File: src/verilog/wdl_pkg.sv
/*
  Constants, field layout and carrier types for the watchdog with flash lock.
  Assumes an 8-bit special-function-register port on the core clock.
*/
package wdl_pkg;
  // ----------------------------------------------------------------------
  // addresses
  // ----------------------------------------------------------------------
  localparam logic [7:0]  WDL_CTRL_ADDR       = 8'hc0;
  localparam logic [7:0]  WDL_KEY_ADDR        = 8'hbb;
  localparam logic [15:0] WDL_FLASH_LOCK_ADDR = 16'h3ffa;
  localparam logic [15:0] WDL_FLASH_PROT_FIRST = 16'h3ffb;
  localparam logic [15:0] WDL_FLASH_PROT_LAST  = 16'h3fff;
  localparam logic [2:0]  WDL_PROT_LAST_STEP   =
    3'(WDL_FLASH_PROT_LAST - WDL_FLASH_PROT_FIRST);

  // ----------------------------------------------------------------------
  // control register fields and reset values
  // ----------------------------------------------------------------------
  localparam int WDL_BIT_UNLOCK = 0;
  localparam int WDL_BIT_EN     = 1;
  localparam int WDL_BIT_FLAG   = 2;
  localparam int WDL_BIT_RESP   = 3;
  localparam int WDL_LOCK_BIT   = 7;
  localparam logic [3:0] WDL_PRE_RESET     = 4'h7;
  localparam logic [3:0] WDL_PRE_MAX_TIMED = 4'h7;
  localparam logic [3:0] WDL_PRE_AUTO_RST  = 4'h8;
  localparam logic [3:0] WDL_PRE_DL_RST    = 4'h9;
  localparam logic       WDL_EN_RESET      = 1'b1;
  localparam logic       WDL_RESP_RESET    = 1'b0;
  localparam logic       WDL_FLAG_RESET    = 1'b0;
  localparam logic [6:0] WDL_KEY_LOW_DEFAULT = 7'h7f;
  localparam logic [7:0] WDL_KEY_ERASED      = 8'hff;

  // ----------------------------------------------------------------------
  // timing: timeout = 2^pre * 2^9 crystal periods
  // ----------------------------------------------------------------------
  localparam int WDL_XTAL_HZ    = 32768;
  localparam int WDL_BASE_SHIFT = 9;

  // ----------------------------------------------------------------------
  // carriers and states
  // ----------------------------------------------------------------------
  typedef struct packed {
    logic [7:0] addr;
    logic [7:0] wdata;
    logic       wr;
    logic       bit_wr;
    logic       bit_val;
    logic       rd;
  } wdl_sfr_req_t;

  typedef struct packed {
    logic [15:0] addr;
    logic [7:0]  data;
    logic        wr;
  } wdl_flash_wr_t;

  typedef enum logic [1:0] {
    WDL_IDLE   = 2'b00,
    WDL_RUN    = 2'b01,
    WDL_EXPIRE = 2'b10
  } wdl_state_t;

  typedef enum logic {
    WDL_PG_IDLE  = 1'b0,
    WDL_PG_WRITE = 1'b1
  } wdl_pg_state_t;
endpackage

File: src/verilog/wdl_sync_edge.sv
/*
  Two-flop synchroniser with a rising-edge pulse for the crystal clock pin.
  Assumes the pin toggles much slower than core_clk.
*/
`timescale 1ns/1ps
module wdl_sync_edge (
  input  logic core_clk,
  input  logic reset_n,
  input  logic async_in,
  output logic rise
);
  logic meta;
  logic sync;
  logic sync_d;

  // ----------------------------------------------------------------------
  // synchroniser and edge detect
  // ----------------------------------------------------------------------
  always_ff @(posedge core_clk) begin
    if (!reset_n) begin
      meta   <= 1'b0;
      sync   <= 1'b0;
      sync_d <= 1'b0;
      rise   <= 1'b0;
    end else begin
      meta   <= async_in;
      sync   <= meta;
      sync_d <= sync;
      rise   <= sync & ~sync_d;
    end
  end
endmodule // wdl_sync_edge

File: src/verilog/wdl_prot_prog.sv
/*
  Key compare and flash programming of the protection bytes.
  Assumes the flash controller takes one byte write per cycle.
*/
`timescale 1ns/1ps
module wdl_prot_prog import wdl_pkg::*; (
  input  logic          core_clk,
  input  logic          reset_n,
  input  logic          prot_req,
  input  logic [7:0]    stored_lock,
  input  logic [7:0]    key_reg,
  input  logic [39:0]   prot_new,
  output wdl_flash_wr_t flash_wr,
  output logic          prot_busy,
  output logic          key_mismatch
);
  wdl_pg_state_t pg;
  logic [2:0]    step;
  logic [39:0]   data_q;
  logic          match;

  // ----------------------------------------------------------------------
  // sequencer
  // ----------------------------------------------------------------------
  assign match     = (stored_lock == key_reg);
  assign prot_busy = (pg == WDL_PG_WRITE);

  always_ff @(posedge core_clk) begin
    if (!reset_n) begin
      pg           <= WDL_PG_IDLE;
      step         <= 3'h0;
      data_q       <= 40'h0;
      flash_wr     <= '0;
      key_mismatch <= 1'b0;
    end else begin
      flash_wr.wr  <= 1'b0;
      key_mismatch <= 1'b0;
      case (pg)
        WDL_PG_IDLE: begin
          if (prot_req && match) begin
            data_q <= prot_new;
            step   <= 3'h0;
            pg     <= WDL_PG_WRITE;
          end else if (prot_req) begin
            key_mismatch <= 1'b1;
          end
        end
        WDL_PG_WRITE: begin
          flash_wr.wr   <= 1'b1;
          flash_wr.addr <= WDL_FLASH_PROT_FIRST + 16'(step);
          flash_wr.data <= data_q[{step, 3'b000} +: 8];
          if (step == WDL_PROT_LAST_STEP) begin
            pg <= WDL_PG_IDLE;
          end else begin
            step <= step + 3'h1;
          end
        end
        default: pg <= WDL_PG_IDLE;
      endcase
    end
  end
endmodule // wdl_prot_prog

File: src/verilog/wdl_watchdog.sv
/*
  Watchdog timer with control register, write unlock and flash-held lock.
  Assumes an 8-bit register port on core_clk, the crystal clock on a pin,
  and the lock byte presented as a steady level by the flash controller.
*/
// What this block does
// code 1000 resets at once; 0111 two seconds
// code 1001 resets at once into download
// software never programs codes 1010 to 1111
// response bit clear: expiry gives system reset
// response bit set: expiry gives interrupt
// every timeout sets the timeout flag
// flag cleared only by zero write, pin reset
// watchdog reset leaves the timeout flag set
// enable bit, default one, enables and clears counter
// each later enable write clears counter again
// lock active ignores enable and response writes
// lock forces response zero and enable one
// lock still accepts timeout select writes
// default key is lock bit over 7f
// compare stored key byte with key register
// on match write bytes 3ffb to 3fff
// counter on crystal; timeout 2^code times 512
// unlock bit then very next write accepted
// interrupt high priority, never masked globally
// expiry on chosen counter bit, acted once
`timescale 1ns/1ps
module wdl_watchdog import wdl_pkg::*; #(
  parameter int CNT_W = 17
) (
  input  logic          core_clk,
  input  logic          reset_n,
  input  logic          xtal_clk_pin,
  input  wdl_sfr_req_t  sfr_req,
  output logic [7:0]    sfr_rdata,
  output logic          sfr_rsel,
  input  logic [7:0]    flash_lock_byte,
  input  logic [7:0]    protection_key,
  input  logic          prot_req,
  input  logic [39:0]   prot_new,
  output wdl_flash_wr_t flash_wr,
  output logic          prot_busy,
  output logic          key_mismatch,
  output logic [7:0]    default_key,
  output logic          wdt_sys_rst,
  output logic          wdt_dl_rst,
  output logic          wdt_irq
);
  // ----------------------------------------------------------------------
  // elaboration check
  // ----------------------------------------------------------------------
  if (CNT_W < WDL_BASE_SHIFT + int'(WDL_PRE_MAX_TIMED) + 1) begin : g_bad_width
    $error("CNT_W too narrow for the longest timeout");
  end

  // ----------------------------------------------------------------------
  // declarations
  // ----------------------------------------------------------------------
  wdl_state_t       state;
  wdl_state_t       next_state;
  logic [CNT_W-1:0] cnt;
  logic [3:0]       pre_q;
  logic             en_q;
  logic             resp_q;
  logic             flag_q;
  logic             armed;
  logic             lock_active;
  logic             en_eff;
  logic             resp_eff;
  logic             tick;
  logic             any_wr;
  logic             hit_byte;
  logic             hit_bit;
  logic             ctrl_wr;
  logic             ctrl_acc;
  logic             kick;
  logic [7:0]       cur_byte;
  logic [7:0]       new_byte;
  logic             sel_hit;
  logic             is_auto;
  logic             is_dl;
  logic             fire_rst;
  logic             fire_irq;

  // ----------------------------------------------------------------------
  // crystal tick and protection programming
  // ----------------------------------------------------------------------
  wdl_sync_edge u_xtal (
    .core_clk (core_clk),
    .reset_n  (reset_n),
    .async_in (xtal_clk_pin),
    .rise     (tick)
  );

  wdl_prot_prog u_prog (
    .core_clk     (core_clk),
    .reset_n      (reset_n),
    .prot_req     (prot_req),
    .stored_lock  (flash_lock_byte),
    .key_reg      (protection_key),
    .prot_new     (prot_new),
    .flash_wr     (flash_wr),
    .prot_busy    (prot_busy),
    .key_mismatch (key_mismatch)
  );

  // ----------------------------------------------------------------------
  // lock and effective settings
  // ----------------------------------------------------------------------
  assign lock_active = ~flash_lock_byte[WDL_LOCK_BIT];
  assign en_eff      = en_q | lock_active;
  assign resp_eff    = resp_q & ~lock_active;

  // ----------------------------------------------------------------------
  // register write decode
  // ----------------------------------------------------------------------
  assign any_wr   = sfr_req.wr | sfr_req.bit_wr;
  assign hit_byte = sfr_req.wr && (sfr_req.addr == WDL_CTRL_ADDR);
  assign hit_bit  = sfr_req.bit_wr && (sfr_req.addr[7:3] == WDL_CTRL_ADDR[7:3]);
  assign ctrl_wr  = hit_byte | hit_bit;
  assign ctrl_acc = armed & ctrl_wr;
  assign kick     = ctrl_acc & new_byte[WDL_BIT_EN];

  always_comb begin
    cur_byte = {pre_q, resp_eff, flag_q, en_eff, armed};
    new_byte = sfr_req.wdata;
    if (hit_bit) begin
      new_byte = cur_byte;
      new_byte[sfr_req.addr[2:0]] = sfr_req.bit_val;
    end
  end

  // unlock arms on a write setting the unlock bit; next write consumes it
  always_ff @(posedge core_clk) begin
    if (!reset_n) begin
      armed <= 1'b0;
    end else if (fire_rst) begin
      armed <= 1'b0;
    end else if (armed && any_wr) begin
      armed <= 1'b0;
    end else if (ctrl_wr && new_byte[WDL_BIT_UNLOCK]) begin
      armed <= 1'b1;
    end
  end

  // ----------------------------------------------------------------------
  // control fields
  // ----------------------------------------------------------------------
  always_ff @(posedge core_clk) begin
    if (!reset_n || fire_rst) begin
      pre_q <= WDL_PRE_RESET;
    end else if (ctrl_acc) begin
      pre_q <= new_byte[7:4];
    end
  end

  always_ff @(posedge core_clk) begin
    if (!reset_n || fire_rst) begin
      en_q   <= WDL_EN_RESET;
      resp_q <= WDL_RESP_RESET;
    end else if (ctrl_acc && !lock_active) begin
      en_q   <= new_byte[WDL_BIT_EN];
      resp_q <= new_byte[WDL_BIT_RESP];
    end
  end

  // a watchdog reset does not clear the flag; the set wins over a clear
  always_ff @(posedge core_clk) begin
    if (!reset_n) begin
      flag_q <= WDL_FLAG_RESET;
    end else if (state == WDL_EXPIRE) begin
      flag_q <= 1'b1;
    end else if (ctrl_acc && !new_byte[WDL_BIT_FLAG]) begin
      flag_q <= 1'b0;
    end
  end

  // ----------------------------------------------------------------------
  // counter and expiry detect
  // ----------------------------------------------------------------------
  always_ff @(posedge core_clk) begin
    if (!reset_n) begin
      cnt <= '0;
    end else if (fire_rst || kick || state == WDL_EXPIRE || !en_eff) begin
      cnt <= '0;
    end else if (tick) begin
      cnt <= cnt + CNT_W'(1);
    end
  end

  assign is_auto = (pre_q == WDL_PRE_AUTO_RST);
  assign is_dl   = (pre_q == WDL_PRE_DL_RST);

  // invalid codes never expire
  always_comb begin
    sel_hit = 1'b0;
    if (pre_q <= WDL_PRE_MAX_TIMED) begin
      sel_hit = cnt[{1'b0, pre_q} + 5'(WDL_BASE_SHIFT)];
    end else if (is_auto || is_dl) begin
      sel_hit = 1'b1;
    end
  end

  // ----------------------------------------------------------------------
  // state machine
  // ----------------------------------------------------------------------
  always_comb begin
    next_state = state;
    case (state)
      WDL_IDLE: begin
        if (en_eff) begin
          next_state = WDL_RUN;
        end
      end
      WDL_RUN: begin
        if (!en_eff) begin
          next_state = WDL_IDLE;
        end else if (!kick && sel_hit) begin
          next_state = WDL_EXPIRE;
        end
      end
      WDL_EXPIRE: begin
        next_state = en_eff ? WDL_RUN : WDL_IDLE;
      end
      default: next_state = WDL_IDLE;
    endcase
    if (fire_rst) begin
      next_state = WDL_RUN;
    end
  end

  always_ff @(posedge core_clk) begin
    if (!reset_n) begin
      state <= WDL_RUN;
    end else begin
      state <= next_state;
    end
  end

  // ----------------------------------------------------------------------
  // expiry response
  // ----------------------------------------------------------------------
  assign fire_rst = (state == WDL_EXPIRE) && (is_auto || is_dl || !resp_eff);
  assign fire_irq = (state == WDL_EXPIRE) && !fire_rst;

  // the interrupt is not gated by any global enable
  always_ff @(posedge core_clk) begin
    if (!reset_n) begin
      wdt_sys_rst <= 1'b0;
      wdt_dl_rst  <= 1'b0;
      wdt_irq     <= 1'b0;
    end else begin
      wdt_sys_rst <= fire_rst & ~is_dl;
      wdt_dl_rst  <= fire_rst & is_dl;
      wdt_irq     <= fire_irq;
    end
  end

  // ----------------------------------------------------------------------
  // read back and default key
  // ----------------------------------------------------------------------
  always_ff @(posedge core_clk) begin
    if (!reset_n) begin
      sfr_rsel  <= 1'b0;
      sfr_rdata <= 8'h00;
    end else begin
      sfr_rsel  <= sfr_req.rd && (sfr_req.addr == WDL_CTRL_ADDR);
      sfr_rdata <= (sfr_req.rd && sfr_req.addr == WDL_CTRL_ADDR) ? cur_byte : 8'h00;
    end
  end

  always_ff @(posedge core_clk) begin
    if (!reset_n) begin
      default_key <= WDL_KEY_ERASED;
    end else begin
      default_key <= {flash_lock_byte[WDL_LOCK_BIT], WDL_KEY_LOW_DEFAULT};
    end
  end
endmodule // wdl_watchdog

File: config.mk
export PLATFORM = sky130hd
export DESIGN_NAME = wdl_watchdog
export DESIGN_NICKNAME = d
export VERILOG_FILES = /design/src/verilog/wdl_pkg.sv /design/src/verilog/wdl_sync_edge.sv /design/src/verilog/wdl_prot_prog.sv /design/src/verilog/wdl_watchdog.sv
export SDC_FILE = /design/constraint.sdc
export NUM_CORES = 1
export LEC_CHECK = 0
export ABC_CLOCK_PERIOD_IN_PS = 2600
export BUFFER_PORTS_ARGS = -buffer_cell sky130_fd_sc_hd__buf_2
export CAP_MARGIN = 25
export CORE_ASPECT_RATIO = 1.1
export CORE_UTILIZATION = 53
export CTS_BUF_LIST = sky130_fd_sc_hd__clkbuf_16
export DETAILED_ROUTE_END_ITERATION = 8
export PLACE_DENSITY_LB_ADDON = 0.25
export SYNTH_ARGS = -nofsm -noshare
export SYNTH_HDL_FRONTEND = slang
export SYNTH_HIERARCHICAL = 1
export SYNTH_SLANG_ARGS = --single-unit
File: constraint.sdc
create_clock -name core_clk -period 2.6 [get_ports core_clk]
set_input_delay 0.26 -clock core_clk [delete_from_list [all_inputs] [get_ports core_clk]]
set_output_delay 0.26 -clock core_clk [all_outputs]
set_load 0.01 [all_outputs]
# Word level (Yosys, flattened, before mapping)
# Cells that the tools add are included.
# op_classes
n_eq_ne,12
n_bitwise,14
div,0
mux,23
order_cmp,4
n_addsub,4
n_reduce_logical,34
shifts,1
mul,0
# op_table
operator,n
$shiftx 40x7->8,1
$add 17x1->17 const B,1
$add 14x3->15 const A,1
$logic_and 1x1->1,12
$mux 1,11
$bwmux 8,1
$eq 4x4->1 const B,2
$eq 8x8->1,1
$eq 8x8->1 const B,1
$mux 8,1
$reduce_and 2->1,4
$and 1x1->1,6
$logic_not 1->1,6
$logic_or 1x1->1,6
$lt 5x6->1 const B,1
$mux 2,3
$mux 3,2
$pmux 2 s3,1
$pmux 3 s2,1
$reduce_or 3->1,2
$add 4x4->5 const B,1
$bmux 1 s5,1
$eq 5x5->1 const B,1
$not 1->1,5
other kinds (16),20
# totals
wordCells,117
out_inout_bits,47
rom_bits,0
in_bits,80
ramBits,0
latch_bits,0
n_memories,0
reg_bits,120

# Longest topological paths before layout
# depth
ltp_word,12
depth_mapped,9
ltp_nobuf,7

# Cells and area by module
# Netlist, hierarchy kept.
# by_module_without_submodules
mod,seq_area_each_um2,area_each_um2,instances,cells_per_inst
wdl_prot_prog,1201.2,2857.7,1,304
wdl_watchdog,800.8,2052.0,1,239
wdl_sync_edge,80.1,111.4,1,8

# Least setup slack after synthesis
# Ideal clock, no wire load.
# synth_path
path_kind,reg-to-reg
startpoint,register pre_q[0]
endpoint,register state[1]
setup_ns,0.117
setup_slack_ns,0.583
arrival_ns,1.900
t_required_ns,2.483
period_less_slack_ns,2.017
stages_incl_launch_ff,9
cell_sequence,dfxtp_1 inv_1 ha_1 clkbuf_1 mux2_2 a21oi_1 a211o_1 o311ai_0 and4b_1
# synth_between
elab_chain_cells,7
elab_cells_between_ends,15
cone_classes,1 x add/sub; 1 x order compare; 3 x eq/ne; 4 x mux; 6 x reduce/logical
# synth_rtl
element,line_no,source
start: declaration,wdl_watchdog.sv:62,logic [3:0] pre_q;
start signal: assignment,wdl_watchdog.sv:153,pre_q <= new_byte[7:4];
"$add 4x4->5, or another cell as far along",wdl_watchdog.sv:198,"sel_hit = cnt[{1'b0, pre_q} + 5'(WDL_BASE_SHIFT)];"
$bmux 1 s5 / $logic_or 1x1->1 (equally long branches),"wdl_watchdog.sv:198, wdl_watchdog.sv:199, wdl_watchdog.sv:243",
"$mux 1, on equally long branches","wdl_watchdog.sv:198, wdl_watchdog.sv:199",
$mux 1,wdl_watchdog.sv:197,if (pre_q <= WDL_PRE_MAX_TIMED) begin
$logic_and 1x1->1,wdl_watchdog.sv:218,end else if (!kick && sel_hit) begin
$ne 3x3->1 (no line),n/a,
$reduce_and 2->1 (no line),n/a,
end signal: assignment,wdl_watchdog.sv:236,state <= next_state;
end: declaration,wdl_watchdog.sv:59,wdl_state_t state;
# Parallel ways exist; a longest one is shown, timed or not. The select of a mux whose other input is x is not followed.
# A chain may end at the register's enable or synchronous reset.

# Worst setup path in the final report
# layout_path
startpoint,register pre_q[0]
endpoint,register state[0]
# The elaborated chain is that of the path after synthesis.

==> impl_metrics.ini <==
[worst_setup_path]
worst-endpoint-arrival_ns = 2.34
critPathLaunch = pre_q[0]
timing_worst_setup_path_type = register to register
startpoint_type = register
critPathTopFamily = compound AO/OA/AOI/OAI gates
register_to_register_setup_slack_ns = 0.47
critical_path.cell_chain = inv_1 > ha_1 > or2_2 > a21oi_1 > o21ai_1 > nor4b_1 > a21oi_1
critPathBufInv = 1
cp_max_fo = 6
crit-reg2reg-launch = pre_q[0]
cp.required_ns = 2.81
critical_path.most_common_cell = a21oi_1
critical_path.max_stage_delay_ns = 0.43
timing.critical_path.slowest_stage_cell = dfxtp_1
worstSetupEndpointType = register

[yosys]
synth_cells = 551
synth_enable_flop_cells = 0
ys_async_sr_fraction_pct = 0
synth_sequential_area_ratio_pct = 41.5
ys.flop_type = dfxtp_1
yosys.cell_types.count = 59
synth_area_per_cell_um2 = 9.11
post_synth_instance_area_um2 = 5020
synth-warning-count = 6
yosys_register_bits = 104

[sta]
final.min_clock_period_ns = 2.13
hold_violations = 0
hold_slack_ns = 0.134
worstMarginPinSlew_ns = 0.785
number_of_max_slew_violations_in_the_final_report = 0
timing.setup.tns_ns = 0
finalSetupViolCount = 0
final_min_period_over_clock_period_pct = 81.9
max_freq_ghz = 0.469
clock_tree_skew_after_final_layout_ns = 0.00547
max-slew-margin-rel_pct = 47.6
grt_setup_unrepaired = no

[clock_network]
postCtsSetupBuffers = 0
clk_pin_slew_worst_paths_ns = 0.07
tritoncts.num_buffers = 9
postCtsResizedCells = 0
clock_latency_ns = 0.34
root_buffer = clkbuf_16
cts_tree = done
ctsLongestPathBuffers = 2
number_of_sinks_handled_by_clock_tree_synthesis = 104
cts.hold.buffers_added = 0
htreeDepth = 3

[finish]
share_of_cells_above_drive_strength_1_pct = 25.0
stdcell_area_um2 = 5790
final_nets = 728
area_delta_synth_final_pct = 15.3
antenna_cells = 0
layout.cells.non_filler = 759

[detailed_routing]
drc = 0
route.final.wire_length_um = 11100
vias = 4113
wl_per_cell_um = 14.7
vias_per_cell = 5.42
antenna_left = 0
drt-initial-drc-count = 121
drtPass1Iterations = 4

[placement]
dp_hpwl_um = 8050
placedInstanceArea_um2 = 5460
finalWeightedCongestion = 0.825
numPortBuffers = 118
place_inst = 743

[outcome]
status = completed

[global_routing]
grt_pass1_vias = 3966
grt_usage_pct = 23.5
grt_start_max_net_pins = 74
grt_first_pass_wirelength_um = 18300
grt_overflow_total = 0
antenna_found_initial = 0

[job]
maxCapViolations = 0

[die]
dieArea_um2 = 9870
placement_rows = 36
floorplan.die.height_um = 104
core-area_um2 = 9010
initial_core_util_pct = 55.7
ios = 127
die_w_um = 94.8

[power]
ir_drop_uv = 342
totalPowerFinal_mw = 3.26
static-leakage-power_nw = 2.40
power-per-cell-area_nw_per_um2 = 564

[hold_path]
hold_path.startpoint = xtal_clk_pin
hold_path_class = input port to register
-- per-stage QoR --
stage          setup slack (ns)  util (%)
2_1_floorplan             0.583         -
3_3_place_gp              0.588      60.6
3_5_place_dp              0.494      60.6
4_1_cts                   0.492      64.2
5_1_grt                   0.310      64.2
6_report                  0.470      64.2
-- cell usage in the layout, fill, tap and decap left out, types with 4 or more instances in the layout --
cell and instances:
a21oi_1 27, conb_1 8, buf_2 117, xor2_1 9
nand2_1 108, inv_1 13, buf_4 4, clkbuf_16 9
o22ai_1 5, dfxtp_1 104, o21ai_0 12, nor2_1 32
mux2i_1 50, nor3_1 5, mux4_2 8, inv_6 4
a22oi_1 8, nor2b_1 6, ha_1 8, nor4_1 4
xnor2_1 12, and2_1 9, nand2b_1 9, nand3_1 11
nand4_1 4
-- path summary, 6_finish.rpt --
path	end	cells past startpoint
worst max-delay path	state[0]	7
worst min-delay path	u_xtal/meta	2
worst max register to register	state[0]	7
worst min register to register	u_xtal/sync	1
-- registers in the layout, summed over array words and instances, names as in the netlist --
name	count
u_prog/data_q	40
cnt	17
u_prog/flash_wr	15
sfr_rdata	8
pre_q	4
u_prog/step	3
state	2
armed	1
default_key	1
en_q	1
flag_q	1
resp_q	1
sfr_rsel	1
u_prog/key_mismatch	1
u_prog/prot_busy	1
u_xtal/meta	1
u_xtal/rise	1
u_xtal/sync	1
u_xtal/sync_d	1
wdt_dl_rst	1
wdt_irq	1
wdt_sys_rst	1
-- final cells by class --
| type | count | area [µm²] |
|---|---|---|
| Fill cell | 774 | 3220 |
| Multi-Input combinational cell | 390 | 2550 |
| Sequential cell | 104 | 2080 |
| Timing Repair Buffer | 122 | 636 |
| Clock buffer | 9 | 225 |
| Tap cell | 114 | 143 |
| Clock inverter | 7 | 100 |
| Inverter | 13 | 48.8 |
-- per-layer routing --
metal,global-route usage (%),up-vias,share of wire (%)
met3,2.63,23,3.0
met5,0,-,0
met1,27.9,1958,43
met4,9.20,0,2.5
li1,-,2040,-
met2,42.2,92,52
-- Yosys cell counts, types with 3 or more instances --
| library cell | n | share of area (%) |
|---|---|---|
| a31oi_1 | 3 | 0.37 |
| a41oi_1 | 3 | 0.52 |
| nor3_1 | 5 | 0.50 |
| buf_4 | 19 | 2.8 |
| a22oi_1 | 8 | 1.2 |
| and2_2 | 3 | 0.45 |
| nor3b_1 | 3 | 0.45 |
| nor2b_1 | 6 | 0.75 |
| dfxtp_1 | 104 | 41 |
| buf_12 | 5 | 2.0 |
| and3_1 | 3 | 0.37 |
| o22ai_1 | 5 | 0.62 |
| ha_1 | 8 | 2.0 |
| or2_2 | 3 | 0.37 |
| nand4_1 | 4 | 0.50 |
| nand3_1 | 11 | 1.1 |
| inv_1 | 13 | 0.97 |
| xor2_1 | 9 | 1.6 |
| xnor2_1 | 12 | 2.1 |
| nor4_1 | 4 | 0.50 |
| mux2i_1 | 50 | 10 |
| nand2_1 | 108 | 8.1 |
| o21ai_0 | 12 | 1.2 |
| and4b_1 | 3 | 0.60 |
| nand2b_1 | 9 | 1.1 |
| nor2_1 | 32 | 2.4 |
| mux4_2 | 8 | 3.6 |
| nor4b_1 | 3 | 0.52 |
| and2_1 | 9 | 1.1 |
| nand4b_1 | 3 | 0.52 |
| clkbuf_1 | 20 | 1.5 |
| a21oi_1 | 27 | 2.7 |
-- power breakdown --
group          leakage [nW]  internal (mW)  switching, mW
clock                 0.161          0.856          0.607
combinational          1.40         0.0839          0.112
sequential            0.839           1.60        0.00473
total                  2.40           2.54          0.724
-- worst register-to-register path: cells and delay by family (launching register included) --
kind	cells	cell delay, ns
and+or+nand+nor	2	0.59
DFF	1	0.43
AOI/OAI and AO/OA	3	0.62
adders and majority gates	1	0.23
buffers and inverters	1	0.13
-- cell families (layout without fill, tap and decap cells) --
logic type	Yosys count	count (layout)	synth area share, %
buffers and inverters	63	151	8.32
xor gates and xnor gates	21	21	3.66
and+or+nand+nor	219	219	21.0
AOI/OAI and AO/OA	74	74	9.44
other	2	8	0.150
muxes	60	60	14.0
DFF	104	104	41.5
adders and majority gates	8	8	1.99
Note: power is estimated with default switching activity, not from simulation.
